## config.mk

```make
export PLATFORM = sky130hd
export DESIGN_NAME = fsag_guard
export DESIGN_NICKNAME = d
export VERILOG_FILES = /design/src/fsag_pkg.sv /design/src/fsag_lock_store.sv /design/src/fsag_guard.sv
export VERILOG_INCLUDE_DIRS = /design/src
export SDC_FILE = /design/constraint.sdc
export NUM_CORES = 1
export LEC_CHECK = 0
export BUFFER_PORTS_ARGS = -buffer_cell sky130_fd_sc_hd__buf_2
export CAP_MARGIN = 10
export CORE_AREA = 10 10 90 84
export DETAILED_ROUTE_END_ITERATION = 8
export DIE_AREA = 0 0 100 94
export PLACE_DENSITY = 0.85
export SETUP_SLACK_MARGIN = 0.02
export SYNTH_ARGS = -nofsm -noshare
export SYNTH_HDL_FRONTEND = slang
export SYNTH_SLANG_ARGS = --single-unit
```

## constraint.sdc

```tcl
create_clock -name i_clk -period 4.6 [get_ports i_clk]
set_input_delay 0.69 -clock i_clk [delete_from_list [all_inputs] [get_ports i_clk]]
set_output_delay 0.69 -clock i_clk [all_outputs]
set_load 0.02 [all_outputs]
```

## src/fsag_consts.svh

```systemverilog
// Purpose: Constants of the flash section access guard
// Assumes: Word-addressed program flash, AHB-Lite register window
// Notes:   Offsets are byte addresses within the slave window
`ifndef FSAG_CONSTS_SVH
`define FSAG_CONSTS_SVH

// Flash word address width and region limits
`define FSAG_AW         12
`define FSAG_HALT_BASE  12'hc00
`define FSAG_BOOT_MIN   12'h080

// Register offsets
`define FSAG_OFS_CTRL   8'h00
`define FSAG_OFS_STAT   8'h04

// Control register fields
`define FSAG_CTRL_REEN  0
`define FSAG_CTRL_VECB  1
`define FSAG_CTRL_RST   1'h0

// Status register fields
`define FSAG_STAT_BUSY  0
`define FSAG_STAT_STALL 1
`define FSAG_STAT_LOCK  2
`define FSAG_STAT_IRQ   6

// Lock fields: bit 0 app lower, 1 app upper, 2 boot lower, 3 boot upper
`define FSAG_LOCK_ERASED 4'hf
`define FSAG_LOCK_APPLO  0
`define FSAG_LOCK_APPHI  1
`define FSAG_LOCK_BOOTLO 2
`define FSAG_LOCK_BOOTHI 3

`endif

```

## src/fsag_pkg.sv

```systemverilog
// Purpose: Types of the flash section access guard
// Assumes: fsag_consts.svh gives the widths
// Notes:   Core requests and flash commands travel as packed structs
`include "fsag_consts.svh"
package fsag_pkg;

	typedef enum logic [2:0]
	{
		FSAG_CMD_LOAD  = 3'h0,
		FSAG_CMD_BUF   = 3'h1,
		FSAG_CMD_ERASE = 3'h2,
		FSAG_CMD_WRITE = 3'h3,
		FSAG_CMD_LOCK  = 3'h4
	} fsag_cmd_t;

	typedef enum logic [1:0]
	{
		FSAG_ST_IDLE = 2'h0,
		FSAG_ST_CONC = 2'h1,
		FSAG_ST_HALT = 2'h2
	} fsag_state_t;

	typedef struct packed
	{
		logic                valid;
		fsag_cmd_t           cmd;
		logic [`FSAG_AW-1:0] addr;
		logic [3:0]          data;
	} fsag_req_t;

	typedef struct packed
	{
		logic accept;
		logic refuse;
		logic load_ok;
	} fsag_resp_t;

	typedef struct packed
	{
		logic                start;
		fsag_cmd_t           cmd;
		logic [`FSAG_AW-1:0] addr;
		logic [3:0]          data;
	} fsag_flash_t;

endpackage : fsag_pkg

```

## src/fsag_lock_store.sv

```systemverilog
// Purpose: Boot lock field store, program-only between chip erases
// Assumes: Nonvolatile copy is presented on i_nv during reset
// Notes:   A zero written to a bit programs it; only erase restores ones
`timescale 1ns/1ps
`include "fsag_consts.svh"
module fsag_lock_store
	import fsag_pkg::*;
#(
	parameter int W = 4
)(
	// Clock and reset
	input  wire logic         i_clk,
	input  wire logic         i_rst_b,
	// Programming
	input  wire logic [W-1:0] i_nv,
	input  wire logic         i_prog,
	input  wire logic [W-1:0] i_bits,
	input  wire logic         i_erase,
	// State
	output logic      [W-1:0] o_lock_q
);

	always_ff @(posedge i_clk)
	begin
		if (!i_rst_b)
			o_lock_q <= i_nv;
		else if (i_erase)
			o_lock_q <= {W{1'b1}};
		else if (i_prog)
			o_lock_q <= o_lock_q & i_bits;
	end

endmodule : fsag_lock_store

```

## src/fsag_guard.sv

```systemverilog
// Purpose: Access guard for self-programming of program flash
// Assumes: Core requests and flash done come from logic on i_clk
// Notes:   Programming duration is set by the flash macro done pulse
//
// How it works
// - Target address of erase or write decides halting or non-halting.
// - Concurrent-region programming keeps halting-region fetches and reads running.
// - Halting-region erase or write stalls the core until done.
// - Region busy flag stays one while concurrent region reads are blocked.
// - Boot section always lies inside the halting region.
// - Two lock fields, set by software or programmer, cleared by erase.
// - General write lock does not restrict store operations.
// - General read/write lock does not restrict loads or stores.
// - Lock bits read one unprogrammed; all ones means no restriction.
// - App field mode 1 lets stores and loads reach app section.
// - App field modes 2 and 3 refuse erase and write into app section.
// - App modes 3 and 4 refuse boot-run loads from app section.
// - App modes 3, 4 with boot vectors mask interrupts in app.
// - Boot field mode 1 lets stores and loads reach boot section.
// - Boot field modes 2 and 3 refuse erase and write into boot section.
// - Boot modes 3 and 4 refuse app-run loads from boot section.
// - Boot modes 3, 4 with app vectors mask interrupts in boot.
// - Classification uses section written, not section being read.
// - Stores issued from the application section are ignored.
// - Busy clears on re-enable after programming or buffer load start.
//
// Our own choices: the register addresses and the AHB-Lite interface to the registers.
`timescale 1ns/1ps
`include "fsag_consts.svh"
module fsag_guard
	import fsag_pkg::*;
#(
	parameter logic [`FSAG_AW-1:0] HALT_BASE = `FSAG_HALT_BASE,
	parameter logic [`FSAG_AW-1:0] BOOT_MIN  = `FSAG_BOOT_MIN
)(
	// Clock and reset
	input  wire logic                i_clk,
	input  wire logic                i_rst_b,
	// Core side
	input  wire fsag_req_t           i_req,
	input  wire logic [`FSAG_AW-1:0] i_pc,
	output fsag_resp_t               o_resp,
	output logic                     o_stall,
	output logic                     o_busy,
	output logic                     o_fetch_ok,
	output logic                     o_irq_off,
	// Flash macro side
	output fsag_flash_t              o_flash,
	input  wire logic                i_flash_done,
	// Fuses, nonvolatile locks and external programmer
	input  wire logic [1:0]          i_size_fuses,
	input  wire logic [3:0]          i_nv_lock,
	input  wire logic                i_ext_lock_wr,
	input  wire logic [3:0]          i_ext_lock_data,
	input  wire logic                i_chip_erase,
	// AHB-Lite slave
	input  wire logic                i_hsel,
	input  wire logic [31:0]         i_haddr,
	input  wire logic [1:0]          i_htrans,
	input  wire logic                i_hwrite,
	input  wire logic [31:0]         i_hwdata,
	input  wire logic                i_hready,
	output logic [31:0]              o_hrdata,
	output logic                     o_hreadyout,
	output logic                     o_hresp
);

	////////////////////////////////////////////////////////////////////////////
	// Section classification

	fsag_state_t         state_q;
	fsag_state_t         state_d;
	logic [3:0]          lock_q;
	logic                busy_q;
	logic                vec_boot_q;
	logic                reen_q;
	logic [`FSAG_AW-1:0] boot_size;
	logic [`FSAG_AW-1:0] boot_raw;
	logic [`FSAG_AW-1:0] boot_base;
	logic                pc_boot;
	logic                pc_halt;
	logic                tgt_boot;
	logic                tgt_halt;
	logic                app_wr_lk;
	logic                app_rd_lk;
	logic                boot_wr_lk;
	logic                boot_rd_lk;

	assign boot_size = BOOT_MIN << (~i_size_fuses);
	assign boot_raw  = {`FSAG_AW{1'b0}} - boot_size;
	// Clamp keeps odd fuse/parameter mixes out of the concurrent region
	assign boot_base = (boot_raw < HALT_BASE) ? HALT_BASE : boot_raw;
	assign pc_boot   = i_pc >= boot_base;
	assign pc_halt   = i_pc >= HALT_BASE;
	assign tgt_boot  = i_req.addr >= boot_base;
	assign tgt_halt  = i_req.addr >= HALT_BASE;
	// Lower bit zero blocks erase and write, upper bit zero blocks cross loads
	assign app_wr_lk  = !lock_q[`FSAG_LOCK_APPLO];
	assign app_rd_lk  = !lock_q[`FSAG_LOCK_APPHI];
	assign boot_wr_lk = !lock_q[`FSAG_LOCK_BOOTLO];
	assign boot_rd_lk = !lock_q[`FSAG_LOCK_BOOTHI];

	////////////////////////////////////////////////////////////////////////////
	// Request decision

	logic is_load;
	logic is_store;
	logic is_prog;
	logic store_ok;
	logic load_ok;
	logic start_prog;
	logic lock_prog;
	logic buf_start;

	assign is_load  = i_req.valid && (i_req.cmd == FSAG_CMD_LOAD);
	assign is_store = i_req.valid && (i_req.cmd != FSAG_CMD_LOAD);
	assign is_prog  = i_req.valid &&
		((i_req.cmd == FSAG_CMD_ERASE) || (i_req.cmd == FSAG_CMD_WRITE));

	// General lock modes are deliberately not consulted here
	assign store_ok = pc_boot && (state_q == FSAG_ST_IDLE) &&
		!(is_prog && (tgt_boot ? boot_wr_lk : app_wr_lk));
	assign load_ok = (state_q != FSAG_ST_HALT) &&
		!(busy_q && !tgt_halt) &&
		!(pc_boot && !tgt_boot && app_rd_lk) &&
		!(!pc_boot && tgt_boot && boot_rd_lk);
	assign start_prog = is_prog && store_ok;
	assign lock_prog  = is_store && store_ok && (i_req.cmd == FSAG_CMD_LOCK);
	assign buf_start  = is_store && store_ok && (i_req.cmd == FSAG_CMD_BUF);

	always_ff @(posedge i_clk)
	begin
		if (!i_rst_b)
			o_resp <= '0;
		else
		begin
			o_resp.accept  <= is_store && store_ok;
			o_resp.refuse  <= (is_store && !store_ok) || (is_load && !load_ok);
			o_resp.load_ok <= is_load && load_ok;
		end
	end

	// Refused stores never reach the flash macro
	always_ff @(posedge i_clk)
	begin
		if (!i_rst_b)
			o_flash <= '0;
		else
		begin
			o_flash.start <= is_store && store_ok;
			o_flash.cmd   <= i_req.cmd;
			o_flash.addr  <= i_req.addr;
			o_flash.data  <= i_req.data;
		end
	end

	////////////////////////////////////////////////////////////////////////////
	// Programming sequence

	always_comb
	begin
		state_d = state_q;
		unique case (state_q)
			FSAG_ST_IDLE:
			begin
				if (start_prog)
					state_d = tgt_halt ? FSAG_ST_HALT : FSAG_ST_CONC;
			end
			FSAG_ST_CONC, FSAG_ST_HALT:
			begin
				if (i_flash_done)
					state_d = FSAG_ST_IDLE;
			end
			default:
				state_d = FSAG_ST_IDLE;
		endcase
	end
	always_ff @(posedge i_clk)
	begin
		if (!i_rst_b)
			state_q <= FSAG_ST_IDLE;
		else
			state_q <= state_d;
	end

	// Stall only for halting-region work, whole operation long
	always_ff @(posedge i_clk)
	begin
		if (!i_rst_b)
			o_stall <= 1'b0;
		else
			o_stall <= (state_d == FSAG_ST_HALT);
	end

	// Set wins over clear; re-enable is ignored while programming runs
	always_ff @(posedge i_clk)
	begin
		if (!i_rst_b)
			busy_q <= 1'b0;
		else if (start_prog && !tgt_halt)
			busy_q <= 1'b1;
		else if ((reen_q && (state_q == FSAG_ST_IDLE)) || buf_start)
			busy_q <= 1'b0;
	end
	assign o_busy = busy_q;

	// Fetch from the concurrent region is flagged, not stalled
	always_ff @(posedge i_clk)
	begin
		if (!i_rst_b)
			o_fetch_ok <= 1'b1;
		else
			o_fetch_ok <= !(busy_q && !pc_halt);
	end

	always_ff @(posedge i_clk)
	begin
		if (!i_rst_b)
			o_irq_off <= 1'b0;
		else
			o_irq_off <= (app_rd_lk && vec_boot_q && !pc_boot) ||
				(boot_rd_lk && !vec_boot_q && pc_boot);
	end

	////////////////////////////////////////////////////////////////////////////
	// Lock fields

	fsag_lock_store #(.W (4)) u_lock (
		.i_clk    (i_clk),
		.i_rst_b  (i_rst_b),
		.i_nv     (i_nv_lock),
		.i_prog   (lock_prog || i_ext_lock_wr),
		.i_bits   ((lock_prog ? i_req.data : `FSAG_LOCK_ERASED) &
			(i_ext_lock_wr ? i_ext_lock_data : `FSAG_LOCK_ERASED)),
		.i_erase  (i_chip_erase),
		.o_lock_q (lock_q)
	);

	////////////////////////////////////////////////////////////////////////////
	// AHB-Lite slave, one wait state so read data comes from a flop

	logic       ahb_wait_q;
	logic       ahb_wr_q;
	logic [7:0] ahb_addr_q;
	logic       ahb_take;
	logic [31:0] rd_mux;
	assign ahb_take = !ahb_wait_q && i_hsel && i_htrans[1] && i_hready;

	always_ff @(posedge i_clk)
	begin
		if (!i_rst_b)
		begin
			ahb_wait_q  <= 1'b0;
			ahb_wr_q    <= 1'b0;
			ahb_addr_q  <= 8'h00;
			o_hreadyout <= 1'b1;
		end
		else
		begin
			ahb_wait_q  <= ahb_take;
			o_hreadyout <= !ahb_take;
			if (ahb_take)
			begin
				ahb_wr_q   <= i_hwrite;
				ahb_addr_q <= i_haddr[7:0];
			end
		end
	end

	always_comb
	begin
		rd_mux = 32'h0000_0000;
		if (ahb_addr_q == `FSAG_OFS_CTRL)
			rd_mux[`FSAG_CTRL_VECB] = vec_boot_q;
		else if (ahb_addr_q == `FSAG_OFS_STAT)
		begin
			rd_mux[`FSAG_STAT_BUSY]  = busy_q;
			rd_mux[`FSAG_STAT_STALL] = o_stall;
			rd_mux[`FSAG_STAT_LOCK +: 4] = lock_q;
			rd_mux[`FSAG_STAT_IRQ]   = o_irq_off;
		end
	end

	always_ff @(posedge i_clk)
	begin
		if (!i_rst_b)
			o_hrdata <= 32'h0000_0000;
		else if (ahb_wait_q && !ahb_wr_q)
			o_hrdata <= rd_mux;
	end
	assign o_hresp = 1'b0;

	// Re-enable is a one-cycle pulse; the bit itself reads back zero
	always_ff @(posedge i_clk)
	begin
		if (!i_rst_b)
		begin
			vec_boot_q <= `FSAG_CTRL_RST;
			reen_q     <= 1'b0;
		end
		else
		begin
			reen_q <= 1'b0;
			if (ahb_wait_q && ahb_wr_q && (ahb_addr_q == `FSAG_OFS_CTRL))
			begin
				vec_boot_q <= i_hwdata[`FSAG_CTRL_VECB];
				reen_q     <= i_hwdata[`FSAG_CTRL_REEN];
			end
		end
	end
endmodule : fsag_guard

```

==> reports/results.txt, run 1 <==
post-layout min period: 2.69 ns
#FFs+latches synth: 52
CORE AREA: 5630 um^2
Hold Vio Cnt, Final: 0
Max-slew headroom: 52.0%
antenna-violating nets left: 0
unrepaired setup endpoints after global routing: no
Reg-to-Reg Start: ahb_addr_q[4]
worst-path maximum fanout: 5
Crit. End Element: flop
Leakage: 1.36 nW
hold crit path type: reg -> reg
worst r2r path cells: 5
CP most frequent cell: ha_1
height of the die: 94 um
Ys Warns: 0
Setup Skew: 0.0106 ns
Cells after Synth: 253
final RePlAce weighted congestion: 0.776
Hold Path Sink: ahb_addr_q[7]
largest net degree at the start of global routing: 49
CP max stage delay: 0.38 ns
initial antenna violation count: 0
Req. time, crit path: 4.68 ns
max-slew violations: 0
vias in the first global route: 2205
Die W: 100 um
Starting Density: 43.7%
Ports: 177
status: completed
R2R Setup Slk: 2.81 ns
Critical-path top delay cell: a211oi_1
drt initial violations: 71
clk slew on worst S/H paths: 0.10 ns
Crit Reg-Reg Endpoint: o_hrdata[6]
clock network latency to the later pin of the worst-skew pair: 0.31 ns
Post CTS Setup Buffer Count: 0
first-pass GRT wire length: 10.2 mm
synthesized area: 2460 um^2
area added between synthesis and finish: 19.3%
EDFF count, synth: 4
Worst-Margin Slew: 0.720 ns
Power Total: 0.000887 W
CP Cell Sequence: buf_2, nand2b_1, ha_1, nand2_1, ha_1, o21ai_1, a211oi_1, or2_1, nand4_1, o221a_2
Total Routed Length: 6.14 mm
CTS Buf Count: 5
die area: 9400 um^2
DR vias/cell: 4.83
final worst-path cycle share: 58.5%
Rows: 26
CP top delay family: compound AO/OA/AOI/OAI gates
Max Cap Viol: 0
Pwr Density: 302 nW/um^2
layout cells sized above 1: 34.3%
crit path DAT: 2.77 ns
CTS H-tree depth: 2
via count: 1984
setup_tns: 0 ns
Fmax: 372 MHz
CP bufs+invs: 1
CTS tree: done
Netlist cell types: 43
most common cell after layout, fill and taps aside: buf_2
Ant. Diodes: 0
DRC: 0
hold buffers post-CTS: 0
count of final setup violators: 0
Clock Path Buffers: 2
Avg WL per Cell: 14.9 um
most frequent cells in the layout: buf_2 (88), dfxtp_1 (48), nand2_1 (33)
Mean Syn Cell Area: 9.72 um^2
hold path depth: 2
dpl hpwl: 4.96 mm
Pre-antenna DRT Iters: 4
CTS sink count: 52
nets@finish: 468
GRT Overall Usage: 13.2%
Peak VDD IR: 0.156 mV
clock root buffer: clkbuf_8
kind of critical path: in -> reg
min-delay src: ahb_addr_q[7]
Buffers on Ports: 88
total gr overflow: 0
CP Launch Type: primary input
sequential area share after synthesis: 43.9%
ys flop type: dfxtp_1
fraction of registers with async set/reset: 0%
post-CTS sizing: 0
[cell type report]
type	instances	area, um^2
multi-input cells	187	1210
inverters	6	22.5
clock inverters	3	21.3
well taps	70	87.6
flip-flops and latches	52	1080
repair buffers	88	440
clock buffers	5	68.8
fillers	550	2690
[metal layers]
layer	share of wire [%]	GRT usage [%]	wire length [um]	up-vias
met4	1.6	4.59	98	0
met1	42	14.5	2600	908
met2	48	22.7	2950	79
met5	0	0	0	-
li1	-	-	-	985
met3	8.1	5.30	499	12
[cell families after synthesis]
kind of cell               after synthesis  synth area share, %
other                                    1                0.152
adders and majority gates               12                 6.10
buffers and inverters                   41                 10.8
and+or+nand+nor                        104                 23.9
muxes                                    4                 1.63
AOI/OAI and AO/OA                       39                 13.4
DFF                                     52                 43.9
[worst reg2reg max path: cells and delay by family, from the launching register on]
kind               cells  cell delay, ns
and+or+nand+nor        4            1.32
DFF                    1            0.33
AOI/OAI and AO/OA      1            0.09
[where the power goes]
| group | internal, W | switching, W | total, W |
|---|---|---|---|
| Combinational | 0.0000535 | 0.0000860 | 0.000139 |
| Sequential | 0.000474 | 0.00000962 | 0.000483 |
| Clock | 0.000108 | 0.000156 | 0.000264 |
| Total | 0.000635 | 0.000252 | 0.000887 |
[through the flow]
| step | hold WS (ns) | instances | setup slack, ns | instance area [um^2] | util, % |
|---|---|---|---|---|---|
| floorplan | 0.443 | 280 | 1.98 | 2560 | - |
| global placement | 0.455 | 403 | 1.63 | 2850 | 50.6 |
| detailed placement | 0.470 | 403 | 1.59 | 2850 | 50.6 |
| CTS | 0.484 | 411 | 1.93 | 2940 | 52.2 |
| global route | 0.520 | 411 | 1.78 | 2940 | 52.2 |
| finish | 0.481 | 411 | 1.91 | 2940 | 52.2 |
[worst max path at each step]
stage	start	to	slack (ns)	cells after the start
final	i_size_fuses[0]	u_lock.o_lock_q[1]	1.91	10
after global routing	i_size_fuses[0]	o_stall	1.78	11
after CTS	i_size_fuses[0]	u_lock.o_lock_q[1]	1.93	10
after detailed placement	i_size_fuses[0]	u_lock.o_lock_q[1]	1.59	10
after global placement	i_size_fuses[0]	u_lock.o_lock_q[2]	1.63	10
after floorplan	i_size_fuses[0]	u_lock.o_lock_q[0]	1.98	9
[registers in the layout, summed over array words and instances, names as in the netlist]
signal,cells
o_flash,20
o_resp,2
ahb_wr_q,1
reen_q,1
o_hrdata,7
state_q,2
u_lock.o_lock_q,4
ahb_wait_q,1
o_fetch_ok,1
o_irq_off,1
ahb_addr_q,8
o_busy,1
o_hreadyout,1
o_stall,1
vec_boot_q,1
[cell usage after synthesis, types with 2 or more instances]
library cell  instances  share of area, %
and4b_1               2              0.81
nand4b_1              2              0.71
nand2b_1              2              0.51
or2_1                 2              0.51
nor3_1                7               1.4
o21ai_0               8               1.6
a21boi_0             10               3.1
nor2b_2               6               2.1
buf_4                28               8.5
clkbuf_1              6              0.92
edfxtp_1              4               4.9
dfxtp_1              48                39
nor2_1                7               1.1
nand3_1               6               1.2
and2_1               21               5.3
a22oi_2               6               3.1
o221a_2               4               1.8
nor2b_1               8               2.0
nand2_1              33               5.0
inv_1                 6              0.92
mux2i_1               4               1.6
ha_1                 12               6.1
(Power assumes the default switching activity.)
==> run 2, diff against run 1 <==
Settings changed: CORE_AREA 10 10 90 84 to 10 10 93 87, DIE_AREA 0 0 100 94 to 0 0 103 97, PLACE_DENSITY 0.85 to 0.79.
Clock period 4.6 ns to 2.6 ns, I/O delays scaled along.
==> reports/results.txt, run 2 (synthesis results as in run 1) <==
Ports: 177
clock root buffer: clkbuf_8
Clock Path Buffers: 2
Placed Area: 2890 um^2
R2R Setup Slk: 0.80 ns
Post CTS Setup Buffer Count: 0
Die W: 103 um
height of the die: 97 um
Biggest register: o_flash
unrepaired setup endpoints after global routing: no
post-CTS sizing: 0
status: completed
Ant. Diodes: 0
Rows: 27
most frequent cells in the layout: buf_2 (88), dfxtp_1 (48), nand2_1 (33)
Pwr Density: 555 nW/um^2
Req. time, crit path: 2.80 ns
count of final setup violators: 0
clk slew on worst S/H paths: 0.09 ns
hold buffers post-CTS: 0
post-layout min period: 2.31 ns
max FFs per register: 20
total gr overflow: 0
CORE AREA: 6080 um^2
DR vias/cell: 4.74
dpl hpwl: 4.88 mm
CP max stage delay: 0.29 ns
final hold slack: 0.280 ns
kind of critical path: in -> reg
most common cell after layout, fill and taps aside: buf_2
CP most frequent cell: ha_1
final instance area: 3000 um^2
max-slew violations: 0
Post-Layout Cell Count: 419
Leakage: 1.40 nW
CTS H-tree depth: 2
GRT Overall Usage: 11.8%
Total Routed Length: 5.99 mm
placed cells: 411
vias in the first global route: 2064
largest net degree at the start of global routing: 48
CP bufs+invs: 2
die area: 9990 um^2
layout cells sized above 1: 35.2%
Critical-path top delay cell: o31a_1
Buffers on Ports: 88
CP top delay family: compound AO/OA/AOI/OAI gates
Hold Vio Cnt, Final: 0
initial antenna violation count: 0
Fmax: 433 MHz
worst-path maximum fanout: 4
CP Cell Sequence: buf_2, nand2b_1, ha_1, nand2_1, ha_1, o21ai_1, a211oi_1, buf_4, nor2_1, o31a_1, o21ai_0, o21ba_2
number of fill cells: 605
largest registers: o_flash: 20 flops, ahb_addr_q: 8 flops, o_hrdata: 7 flops
DRC: 0
crit path DAT: 2.51 ns
Max Cap Viol: 0
first-pass GRT wire length: 9.58 mm
CP Launch Type: primary input
CTS tree: done
Setup Skew: 0.00447 ns
Pre-antenna DRT Iters: 4
CTS Buf Count: 5
Starting Density: 40.5%
nets@finish: 474
Peak VDD IR: 0.350 mV
Avg WL per Cell: 14.3 um
drt initial violations: 76
via count: 1986
antenna-violating nets left: 0
final RePlAce weighted congestion: 0.867
hold crit path type: in -> reg
Crit. End Element: flop
CTS sink count: 52
clock network latency to the later pin of the worst-skew pair: 0.30 ns
area added between synthesis and finish: 22.1%
final worst-path cycle share: 88.8%
run 2: path summary, 6_finish.rpt:
kind	endpoint	cells after the start	startpoint
max reg2reg	o_hrdata[6]	5	ahb_addr_q[4]
max	o_stall	12	i_size_fuses[0]
min	o_flash[5]	2	i_req[5]
min reg2reg	ahb_addr_q[7]	2	ahb_addr_q[7]
run 2: metal layers:
layer	global-route usage (%)	vias to the layer above	wire length [um]
met5	0	-	0
met4	2.76	0	37
met3	4.90	8	565
met2	18.8	91	2730
met1	14.3	896	2660
li1	-	991	-
run 2: power breakdown:
group | switching (W) | internal [W] | leakage [nW] | total (W)
Combinational | 0.000152 | 0.000103 | 0.909 | 0.000255
Clock | 0.000267 | 0.000291 | 0.0558 | 0.000558
Sequential | 0.0000171 | 0.000838 | 0.432 | 0.000855
Total | 0.000436 | 0.00123 | 1.40 | 0.00167
run 2: stage by stage:
step	setup slack, ns	util (%)	power [W]	setup TNS (ns)
finish	0.290	49.4	0.00167	0
global route	0.144	49.4	0.00176	0
CTS	0.310	49.4	0.00170	0
detailed placement	-0.0335	47.6	0.00113	-0.0369
global placement	-0.0422	47.6	0.00112	-0.0675
floorplan	0.282	-	0.00106	0
run 2: cell type report:
class	count	area, um^2	area share [%]
multi-input combinational	187	1210	40.4
clock inverter	2	38.8	1.29
sequential	52	1080	36.0
clock buffer	6	72.6	2.42
tap	72	90.1	3.00
timing repair buffer	94	485	16.2
inverter	6	22.5	0.750
